--- src/cic_pkg.sv ---
// Shared constants, field helpers and tables for the CIC front end and its partner
package cic_pkg;
	localparam int SAMPLE_W = 15;
	localparam int GAIN_W = 3;
	localparam int SG_W = 4;
	localparam int CNT_W = 6;
	localparam int ORDER = 5;
	localparam int ACC1_W = 40;
	localparam int ACC2_W = 36;
	localparam int ACC3_W = 32;
	localparam int OUT_W = 32;
	localparam int CW_W = 32;
	localparam int RATIO_W = 7;
	localparam int ADDR_W = 8;
	// Control word 0 field positions
	localparam int CW_BYPASS = 6;
	localparam int CW_PRE_LSB = 7;
	localparam int CW_SG_LSB = 13;
	localparam int CW_XSYNC = 19;
	localparam logic [CW_W-1:0] CW_RESET = 32'h0000_0000;
	localparam logic [SG_W-1:0] SG_MAX = 4'hF;
	// Two-entry output buffer
	localparam logic [1:0] BUF_EMPTY = 2'h0;
	localparam logic [1:0] BUF_FULL = 2'h2;
	// Partner register map (byte offsets, one word each)
	localparam logic [ADDR_W-1:0] REG_CFG = 8'h00;
	localparam logic [ADDR_W-1:0] REG_SAMPLE = 8'h04;
	localparam logic [ADDR_W-1:0] REG_SYNC = 8'h08;
	localparam logic [ADDR_W-1:0] REG_OUT = 8'h0C;
	localparam logic [ADDR_W-1:0] REG_STATUS = 8'h10;
	localparam int SMP_GAIN_LSB = 16;
	localparam int ST_PEND = 0;
	localparam int ST_AVAIL = 1;
	localparam int ST_OVER = 2;
	localparam logic [1:0] HTRANS_NONSEQ = 2'h2;

	function automatic logic [CNT_W-1:0] cw_preload(input logic [CW_W-1:0] cw);
		return cw[CW_PRE_LSB +: CNT_W];
	endfunction : cw_preload

	function automatic logic [SG_W-1:0] cw_shift_gain(input logic [CW_W-1:0] cw);
		return cw[CW_SG_LSB +: SG_W];
	endfunction : cw_shift_gain

	// Shift = shift gain + gain offset, clamped to the largest shift
	function automatic logic [SG_W-1:0] sat_shift(input logic [SG_W-1:0] sg,
		input logic [GAIN_W-1:0] g);
		logic [SG_W:0] s;
		s = {1'b0, sg} + {2'b00, g};
		return s[SG_W] ? SG_MAX : s[SG_W-1:0];
	endfunction : sat_shift

	// Largest safe decimation ratio for each gain offset code
	function automatic logic [RATIO_W-1:0] max_ratio(input logic [GAIN_W-1:0] g);
		logic [RATIO_W-1:0] r;
		case (g)
			3'h0: r = 7'h20;
			3'h1: r = 7'h1B;
			3'h2: r = 7'h18;
			3'h3: r = 7'h15;
			3'h4: r = 7'h12;
			3'h5: r = 7'h10;
			3'h6: r = 7'h0C;
			default: r = 7'h0A;
		endcase
		return r;
	endfunction : max_ratio
endpackage : cic_pkg

--- src/cic_link_if.sv ---
// Link between the CIC front end and the mixer/halfband partner
`timescale 1ns/1ps
interface cic_link_if;
	logic [cic_pkg::SAMPLE_W-1:0] mix_sample;
	logic [cic_pkg::GAIN_W-1:0] gain_offset_pins;
	logic input_sample_enable_n;
	logic sample_ready;
	logic external_sync_input;
	logic [cic_pkg::CW_W-1:0] cfg_word;
	logic cfg_load;
	logic [cic_pkg::OUT_W-1:0] dec_data;
	logic dec_valid;
	logic dec_ready;

	modport dev (
		input mix_sample,
		input gain_offset_pins,
		input input_sample_enable_n,
		input external_sync_input,
		input cfg_word,
		input cfg_load,
		input dec_ready,
		output sample_ready,
		output dec_data,
		output dec_valid
	);

	modport src (
		output mix_sample,
		output gain_offset_pins,
		output input_sample_enable_n,
		output external_sync_input,
		output cfg_word,
		output cfg_load,
		output dec_ready,
		input sample_ready,
		input dec_data,
		input dec_valid
	);
endinterface : cic_link_if

--- src/cic_buf2.sv ---
// Two-entry valid/ready buffer on the decimated output path
`timescale 1ns/1ps
module cic_buf2 #(
	parameter int W = cic_pkg::OUT_W
) (
	input wire logic sys_clk,
	input wire logic rst_n,
	input wire logic in_valid,
	input wire logic [W-1:0] in_data,
	output logic in_ready,
	output logic out_valid,
	output logic [W-1:0] out_data,
	input wire logic out_ready
);
	typedef struct packed {
		logic [1:0][W-1:0] mem;
		logic wp;
		logic rp;
		logic [1:0] cnt;
	} cic_buf_s;

	cic_buf_s q;
	cic_buf_s d;
	logic push;
	logic pop;

	assign in_ready = q.cnt != cic_pkg::BUF_FULL;
	assign out_valid = q.cnt != cic_pkg::BUF_EMPTY;
	assign out_data = q.mem[q.rp];
	assign push = in_valid && in_ready;
	assign pop = out_valid && out_ready;

	always_comb begin
		d = q;
		if (push) begin
			d.mem[q.wp] = in_data;
			d.wp = ~q.wp;
		end
		if (pop) begin
			d.rp = ~q.rp;
		end
		if (push && !pop) begin
			d.cnt = q.cnt + 2'h1;
		end else if (pop && !push) begin
			d.cnt = q.cnt - 2'h1;
		end
	end

	always_ff @(posedge sys_clk) begin
		if (!rst_n) begin
			q <= '0;
		end else begin
			q <= d;
		end
	end
endmodule : cic_buf2

--- src/cic_front_end.sv ---
// Barrel shifter and fifth-order CIC decimator, device end of the link
//
// Notes on behaviour
// - Barrel shift input by shift gain plus offset
// - Gain offset pipelined alongside its sample
// - Shift sum saturates at fifteen
// - Five integrators then five comb sections
// - Control word 0 holds preload, gain, bypass
// - Bypass sends mixer samples straight out
// - Source gaps enable between samples in bypass
// - 15-bit input; accumulators 40,36,32,32,32 bits
// - Software keeps ratio at most 32
// - Six-bit counter loaded with ratio minus one
// - Each offset code adds one 6dB step
// - Outside bypass, source flags ratio above the limit for its gain offset code
// - Software picks shift gain from formula
// - External sync reloads counter when enabled
// - Mixer delivers rounded 15-bit samples
// - Advance only on enabled input samples
`timescale 1ns/1ps
module cic_front_end (
	input wire logic sys_clk,
	input wire logic rst_n,
	cic_link_if.dev link,
	output logic [cic_pkg::CNT_W-1:0] decim_count,
	output logic bypass_on
);
	typedef struct packed {
		logic [cic_pkg::CW_W-1:0] cw;
		logic s0_valid;
		logic [cic_pkg::SAMPLE_W-1:0] s0_sample;
		logic [cic_pkg::GAIN_W-1:0] s0_gain;
		logic [cic_pkg::ACC1_W-1:0] acc1;
		logic [cic_pkg::ACC2_W-1:0] acc2;
		logic [cic_pkg::ACC3_W-1:0] acc3;
		logic [cic_pkg::ACC3_W-1:0] acc4;
		logic [cic_pkg::ACC3_W-1:0] acc5;
		logic [cic_pkg::ORDER-1:0][cic_pkg::OUT_W-1:0] comb_dly;
		logic [cic_pkg::CNT_W-1:0] cnt;
	} cic_fe_s;

	cic_fe_s q;
	cic_fe_s d;
	logic bypass;
	logic fire;
	logic s0_go;
	logic buf_in_ready;
	logic [cic_pkg::SG_W-1:0] shift;
	logic [cic_pkg::ACC1_W-1:0] s0_ext;
	logic [cic_pkg::ACC1_W-1:0] shifted;
	logic [cic_pkg::OUT_W-1:0] byp_word;
	logic [cic_pkg::OUT_W-1:0] comb_out;
	logic [cic_pkg::OUT_W-1:0] push_word;

	assign bypass = q.cw[cic_pkg::CW_BYPASS];
	// An output is due when stage 0 holds a sample and either bypass is on or the counter has run out
	assign fire = q.s0_valid && (bypass || q.cnt == '0);
	// Stage 0 holds its sample while the output buffer refuses a due word
	assign s0_go = q.s0_valid && (!fire || buf_in_ready);
	assign link.sample_ready = !q.s0_valid || s0_go;

	// Offset code adds 6dB per step on top of the programmed shift gain
	assign shift = cic_pkg::sat_shift(cic_pkg::cw_shift_gain(q.cw), q.s0_gain);
	assign s0_ext = {{(cic_pkg::ACC1_W - cic_pkg::SAMPLE_W){q.s0_sample[cic_pkg::SAMPLE_W-1]}},
		q.s0_sample};
	assign shifted = s0_ext << shift;
	assign byp_word = {{(cic_pkg::OUT_W - cic_pkg::SAMPLE_W){q.s0_sample[cic_pkg::SAMPLE_W-1]}},
		q.s0_sample};
	assign push_word = bypass ? byp_word : comb_out;

	// Comb chain on the last integrator, evaluated every cycle, stored on output
	always_comb begin
		logic [cic_pkg::OUT_W-1:0] x;
		x = q.acc5;
		for (int k = 0; k < cic_pkg::ORDER; k++) begin
			x = x - q.comb_dly[k];
		end
		comb_out = x;
	end

	always_comb begin
		logic [cic_pkg::OUT_W-1:0] x;
		d = q;
		x = q.acc5;
		// Sample and its gain offset enter stage 0 together
		if (link.sample_ready) begin
			d.s0_valid = !link.input_sample_enable_n;
			if (!link.input_sample_enable_n) begin
				d.s0_sample = link.mix_sample;
				d.s0_gain = link.gain_offset_pins;
			end
		end
		if (s0_go && !bypass) begin
			// Pruned integrator cascade, each stage fed by the previous state
			d.acc1 = q.acc1 + shifted;
			d.acc2 = q.acc2 + q.acc1[cic_pkg::ACC1_W-1 -: cic_pkg::ACC2_W];
			d.acc3 = q.acc3 + q.acc2[cic_pkg::ACC2_W-1 -: cic_pkg::ACC3_W];
			d.acc4 = q.acc4 + q.acc3;
			d.acc5 = q.acc5 + q.acc4;
			if (q.cnt == '0) begin
				for (int k = 0; k < cic_pkg::ORDER; k++) begin
					d.comb_dly[k] = x;
					x = x - q.comb_dly[k];
				end
				d.cnt = cic_pkg::cw_preload(q.cw);
			end else begin
				d.cnt = q.cnt - 6'h01;
			end
		end
		if (link.cfg_load) begin
			d.cw = link.cfg_word;
			d.cnt = cic_pkg::cw_preload(link.cfg_word);
		end else if (q.cw[cic_pkg::CW_XSYNC] && link.external_sync_input) begin
			d.cnt = cic_pkg::cw_preload(q.cw);
		end
	end

	always_ff @(posedge sys_clk) begin
		if (!rst_n) begin
			q <= '0;
			q.cw <= cic_pkg::CW_RESET;
		end else begin
			q <= d;
		end
	end

	cic_buf2 #(
		.W(cic_pkg::OUT_W)
	) u_out_buf (
		.sys_clk(sys_clk),
		.rst_n(rst_n),
		.in_valid(fire),
		.in_data(push_word),
		.in_ready(buf_in_ready),
		.out_valid(link.dec_valid),
		.out_data(link.dec_data),
		.out_ready(link.dec_ready)
	);

	assign decim_count = q.cnt;
	assign bypass_on = bypass;
endmodule : cic_front_end

--- src/flat_wrapper.sv ---
// flat-port wrapper written by rule: the top's interface ports become plain ports
module cic_front_end_flat 
  (sys_clk, rst_n, decim_count, bypass_on, link_mix_sample, link_gain_offset_pins, link_input_sample_enable_n, link_external_sync_input, link_cfg_word, link_cfg_load, link_dec_ready, link_sample_ready, link_dec_data, link_dec_valid);
  cic_link_if link_i ();
  input wire logic sys_clk;
  input wire logic rst_n;
  output logic [cic_pkg::CNT_W-1:0] decim_count;
  output logic bypass_on;
  input wire logic [$bits(link_i.mix_sample)-1:0] link_mix_sample;
  input wire logic [$bits(link_i.gain_offset_pins)-1:0] link_gain_offset_pins;
  input wire logic [$bits(link_i.input_sample_enable_n)-1:0] link_input_sample_enable_n;
  input wire logic [$bits(link_i.external_sync_input)-1:0] link_external_sync_input;
  input wire logic [$bits(link_i.cfg_word)-1:0] link_cfg_word;
  input wire logic [$bits(link_i.cfg_load)-1:0] link_cfg_load;
  input wire logic [$bits(link_i.dec_ready)-1:0] link_dec_ready;
  output wire logic [$bits(link_i.sample_ready)-1:0] link_sample_ready;
  output wire logic [$bits(link_i.dec_data)-1:0] link_dec_data;
  output wire logic [$bits(link_i.dec_valid)-1:0] link_dec_valid;
  assign link_i.mix_sample = link_mix_sample;
  assign link_i.gain_offset_pins = link_gain_offset_pins;
  assign link_i.input_sample_enable_n = link_input_sample_enable_n;
  assign link_i.external_sync_input = link_external_sync_input;
  assign link_i.cfg_word = link_cfg_word;
  assign link_i.cfg_load = link_cfg_load;
  assign link_i.dec_ready = link_dec_ready;
  assign link_sample_ready = link_i.sample_ready;
  assign link_dec_data = link_i.dec_data;
  assign link_dec_valid = link_i.dec_valid;
  cic_front_end u_core (.sys_clk(sys_clk), .rst_n(rst_n), .link(link_i), .decim_count(decim_count), .bypass_on(bypass_on));
endmodule
--- config.mk ---
export PLATFORM = sky130hd
export DESIGN_NAME = cic_front_end_flat
export DESIGN_NICKNAME = d
export VERILOG_FILES = /design/src/cic_pkg.sv /design/src/cic_link_if.sv /design/src/cic_buf2.sv /design/src/cic_front_end.sv /design/src/flat_wrapper.sv
export SDC_FILE = /design/constraint.sdc
export NUM_CORES = 1
export LEC_CHECK = 0
export BUFFER_PORTS_ARGS = -buffer_cell sky130_fd_sc_hd__buf_2
export CORE_MARGIN = 1.5
export CORE_UTILIZATION = 58
export CTS_CLUSTER_SIZE = 12
export DETAILED_ROUTE_END_ITERATION = 10
export PLACE_DENSITY = 0.78
export SLEW_MARGIN = 10
export SYNTH_ARGS = -nofsm -noshare
export SYNTH_HDL_FRONTEND = slang
export SYNTH_SLANG_ARGS = --single-unit
--- constraint.sdc ---
create_clock -name sys_clk -period 7.7 [get_ports sys_clk]
set_input_delay 0.77 -clock sys_clk [delete_from_list [all_inputs] [get_ports sys_clk]]
set_output_delay 0.77 -clock sys_clk [all_outputs]
set_load 0.02 [all_outputs]
==> flow_summary.ini, run 1 <==
[outcome]
outcome = finished with violations
violations = setup timing

[critical_path]
cp-end-kind = flip-flop
reg2regPathDepth = 44
path_class = flip-flop to flip-flop
worstPathArrival_ns = 8.94
reg2reg_to = u_core.u_out_buf.q[35]
critPathCapture = u_core.u_out_buf.q[35]
required_ns = 8.17
critical_path.most_common_cell = a21oi_2
start_kind = flip-flop
startpoint = u_core.q[7]
regToRegSetupSlack_ns = -0.77
cp_max_fo = 4
slowest_delay_ns = 0.35
cp_slowest_cell = a2111o_1
r2r_start = u_core.q[7]

[floorplan]
start_util_pct = 59.0
die_h_um = 238
core_um2 = 54100
rows = 85
die_w_um = 238
die_area_um2 = 56500
ios = 97

[sta]
layout_setup_ws_ns = -0.770
period_needed_ns = 8.47
max_freq_ghz = 0.118
whs_ns = 0.357
fin_crit_sh_pct = 110
rsz0062_at_grt = true
drv_slew = 0
clock-skew-final_ns = 0.0346
setup_viol_count_final = 21
tightest_slew_ns = 1.19
slew_headroom_pct = 20.7
hold_violations = 0
final.setup.tns_ns = -8.96

[placement]
gp_congestion = 0.890
port_buffers = 76
dp_hpwl_um = 57100
dp.cells = 5102
placedInstanceArea_um2 = 35000

[synthesis]
synth-seq-area-share_pct = 27.4
async_flop_share_pct = 0
yosysWarnings = 0
synth.distinct_cells = 82
ys_dominant_reg_cell = dfxtp_1
syn-num-nets = 4583
synth_area_um2 = 32000
synth_edf_count = 0
avgSynthCellArea_um2 = 7.63
synth_cells = 4189
ys_ff_latch = 437

[cells_and_area]
diodes = 0
syn_to_final_growth_pct = 17.7
nets = 4888
drive_gt1_share_pct = 16.1
stdcell_area_um2 = 37600
n_fill_cell = 4271
fin_cells = 5224

[clock_network]
cts_root_buffer = clkbuf_16
htree_levels = 2
clockBufferDepth = 3
holdBufCountCts = 0
cts_made_buffers = 49
clk_latency_ns = 0.61
cts.sinks = 437
clkTransAtPathRegs_ns = 0.06
cts_tree = yes

[route]
drc = 0
drtAntennaViolNets = 0
via_count = 30100
drt_iter0_drc = 1930
wl_per_cell_um = 15.7
dr.pass1.iters = 6
viasPerCell = 5.75
drt-total-wl_um = 82100

[global_route]
grt_max_degree = 169
antenna_found_initial = 0
grt-ovfl-total = 0
grt_use_total_pct = 28.1
grt_pass1_vias = 28500
grt_pass1_wl_um = 135000

[hold_path]
hp-class = input pin to flip-flop
hold_path_startpoint = link_input_sample_enable_n

[flow_run]
drv_cap = 0
[what timing repair did]
item | in CTS | in global routing
resized for setup | 45 | 96
setup endpoints to repair | 25 | 39
setup buffers | 20 | 18
endpoints found under the hold margin | 0 | 0
pin swaps | 67 | 84
[flip-flops by register name, indices dropped and copies added, names as in the netlist]
signal / cells
u_core.q: 347
u_core.u_out_buf.q: 68
u_core.byp_word: 15
u_core.decim_count: 6
u_core.bypass_on: 1
[kinds of logic after synthesis]
logic type / share of synthesized area (%)
buffers and inverters: 5.14
AND/OR/NAND/NOR: 18.6
adder cells (fa/ha/maj): 13.5
XOR/XNOR: 7.31
multiplexers: 3.43
flip-flops: 27.4
AO/OA/AOI/OAI: 24.7
[routing by layer]
| metal | part of all wire [%] | GRT usage [%] |
|---|---|---|
| met5 | 0 | 0 |
| met4 | 2.3 | 7.62 |
| met3 | 3.8 | 2.66 |
| met2 | 49 | 50.5 |
| met1 | 44 | 35.8 |
[layout make-up]
class,instances,area (µm²),share of cell area (%)
Inverter,255,965,2.56
Multi-Input combinational cell,3323,22300,59.4
Clock inverter,16,185,0.492
Clock buffer,69,1420,3.78
Timing Repair Buffer,428,3080,8.19
Tap cell,696,871,2.32
Sequential cell,437,8750,23.3
[worst min path at each step]
stage,end,slack [ns],cells past startpoint
floorplan,u_core.u_out_buf.q[36],0.42,2
global placement,u_core.u_out_buf.q[50],0.43,2
detailed placement,u_core.u_out_buf.q[50],0.44,2
CTS,u_core.q[356],0.32,2
global route,u_core.q[356],0.36,2
finish,u_core.q[356],0.36,2
[stage by stage]
| step | worst slack [ns] | utilization (%) |
|---|---|---|
| floorplan | -0.305 | - |
| global placement | -0.653 | 64.7 |
| detailed placement | -0.806 | 64.7 |
| CTS | -0.655 | 68.4 |
| global route | -1.21 | 69.5 |
| finish | -0.770 | 69.5 |
[cell usage after synthesis, types with 26 or more instances]
library cell,count,share of area [%]
a31oi_1,26,0.51
nor2_1,267,3.1
o21bai_1,46,1.1
a211oi_1,67,1.6
and3_1,27,0.53
xor2_1,89,2.4
mux2i_1,68,2.1
dfxtp_1,437,27
nor2b_1,47,0.92
nor3_1,53,0.83
nand3_1,75,1.2
nand2b_1,39,0.76
a21o_1,147,3.5
o21a_1,56,1.3
ha_1,327,13
clkbuf_1,153,1.8
a21oi_1,557,8.7
nand2_1,698,8.2
mux2_2,37,1.3
or3_1,34,0.67
xnor2_1,171,4.7
o21ai_0,181,2.8
inv_1,255,3.0
[critical path, delay by kind of cell, from the launching register on]
| kind | cells | cell delay [ns] |
|---|---|---|
| buf+inv | 2 | 0.22 |
| xor+xnor | 4 | 0.58 |
| mux | 2 | 0.49 |
| fa+ha+maj | 5 | 1.49 |
| compound gates | 24 | 4.42 |
| flops | 1 | 0.32 |
| simple gates | 7 | 0.83 |
[placed cells by master (no fill, tap or decap), types with 56 or more instances in the layout]
cell type and instances:
inv_1 251, a21o_1 147, a21oi_1 516, nand2_1 695
nand3_1 73, mux2i_1 68, xor2_1 84, a211oi_1 63
o21a_1 56, dfxtp_1 434, buf_2 76, xnor2_1 151
buf_4 344, o21ai_0 160, nor2_1 255, ha_1 316
Power of run 1 is left out: the tool's default activity adds up to more than one toggle a clock period on the data nets, which glitch-free logic cannot reach.
==> inputs of run 2 (changes only) <==
- PLACE_DENSITY: 0.78 -> not set
- PLACE_DENSITY_LB_ADDON: not set -> 0.05
==> run 2 against run 1 <==
  * The flow still finishes with violations (setup timing)
  * Fmax grew 0.28%
  * Die area is the same
  * Global-route usage grew 0.48 points
  * Clock skew shrank 0.0056 ns
  * Critical path depth grew 3
  * Via count shrank 1.3%
  * Wire length grew 1.4%
  * Hold slack lost 0.023 ns
  * Register-to-register slack gained 0.02 ns
  * First-iteration DRC count shrank 24%
==> flow_summary.ini, run 2 (synthesis results as in run 1) <==
[outcome]
outcome = finished with violations
violations = setup timing

[sta]
hold_violations = 0
setup_viol_count_final = 21
fin_crit_sh_pct = 110
period_needed_ns = 8.45
layout_setup_ws_ns = -0.746
max_freq_ghz = 0.118
slew_headroom_pct = 25.3
clock-skew-final_ns = 0.0291
drv_slew = 0
whs_ns = 0.334
tightest_slew_ns = 1.12
rsz0062_at_grt = true

[global_route]
antenna_found_initial = 0
grt_pass1_wl_um = 136000
grt_use_total_pct = 28.6
grt-ovfl-total = 0
grt_pass1_vias = 28100
grt_max_degree = 177

[route]
drt_iter0_drc = 1472
drc = 0
dr.pass1.iters = 5
via_count = 29700
drt-total-wl_um = 83200
wl_per_cell_um = 15.8
viasPerCell = 5.62
drtAntennaViolNets = 0

[clock_network]
clkTransAtPathRegs_ns = 0.06
holdBufCountCts = 0
clk_latency_ns = 0.63
clockBufferDepth = 3
cts_made_buffers = 52
cts.sinks = 437
cts_tree = yes
htree_levels = 2
cts_root_buffer = clkbuf_16

[floorplan]
die_w_um = 238
die_h_um = 238
rows = 85
core_um2 = 54100
die_area_um2 = 56500
start_util_pct = 59.0
ios = 97

[placement]
gp_congestion = 0.869
dp.cells = 5129
port_buffers = 76
dp_slack_ns = -0.776
dp_hpwl_um = 58000

[cells_and_area]
nets = 4933
mostFrequentLayoutCell = nand2_1
syn_to_final_growth_pct = 20.4
fin_cells = 5276
fin_util_pct = 71.1
diodes = 0
layout_common_cells = 691 x nand2_1, 516 x a21oi_1, 432 x dfxtp_1
largest-register = u_core.q
drive_gt1_share_pct = 17.9
largest_reg_flops = 347

[critical_path]
cp_num_buf_inv = 3
worstPathArrival_ns = 8.94
start_kind = flip-flop
cp_max_fo = 4
path_class = flip-flop to flip-flop
reg2reg_to = u_core.u_out_buf.q[35]
regToRegSetupSlack_ns = -0.75
cp-end-kind = flip-flop
cp_slowest_cell = a2111o_1
reg2regPathDepth = 47
required_ns = 8.20
cp_top_family = compound AO/OA/AOI/OAI gates
r2r_start = u_core.q[166]
slowest_delay_ns = 0.42

[hold_path]
hold_path_depth = 2
hold_path_startpoint = link_input_sample_enable_n
hold_end = u_core.q[356]
hp-class = input pin to flip-flop

[flow_run]
drv_cap = 0
==> run 2: cell count changes in the layout (fill, tap and decap cells not counted), moves of 4 or more <==
cell | before | now
xnor2_1 | 151 | 144
ha_2 | 0 | 4
buf_4 | 344 | 377
a21oi_4 | 2 | 7
clkinv_2 | 7 | 12
ha_1 | 316 | 310
a21oi_2 | 45 | 40
buf_6 | 5 | 15
xnor2_2 | 21 | 26
nand2_1 | 695 | 691
==> run 2: worst max-delay path by stage <==
stage	from	to	slack, ns	depth (start not counted)
global route	u_core.q[166]	u_core.u_out_buf.q[35]	-1.14	49
floorplan	u_core.q[166]	u_core.u_out_buf.q[35]	-0.30	48
finish	u_core.q[166]	u_core.u_out_buf.q[35]	-0.75	47
detailed placement	u_core.q[166]	u_core.u_out_buf.q[67]	-0.78	46
global placement	u_core.q[166]	u_core.u_out_buf.q[67]	-0.70	46
CTS	u_core.q[166]	u_core.u_out_buf.q[35]	-0.65	48
==> run 2: through the flow <==
step,TNS (ns),instance area [µm²]
detailed placement,-12.48,35200
global placement,-10.20,35200
global route,-18.34,38500
finish,-7.50,38500
CTS,-7.05,37600
floorplan,-1.20,32000
==> run 2: final cells by class <==
cell class,instances,area [µm²]
timing repair buffer,470,3420
clock inverter,20,236
inverter,255,967
clock buffer,75,1520
fill,4524,15700
multi-input combinational,3323,22700
tap,696,871
sequential,437,8750
==> run 2: routing by layer <==
metal	vias up	wire, µm	track usage (%)
met1	13800	38700	37.6
met5	-	0	0
met4	0	1830	7.10
met2	402	40200	50.2
li1	15400	-	-
met3	107	2560	2.60
==> run 2: worst register-to-register path: cells and delay by family (launching register included) <==
family,cells,cell delay (ns)
mux,2,0.53
compound gates,27,4.56
fa+ha+maj,6,1.65
simple gates,5,0.47
buf+inv,3,0.22
xor+xnor,4,0.56
flops,1,0.32
==> run 2: what timing repair did <==
action,in CTS,in global routing
setup endpoints to repair,27,36
pin swaps,76,101
buffers inserted,31,29
resized for setup,76,142
Power of run 2 is left out for the same reason.
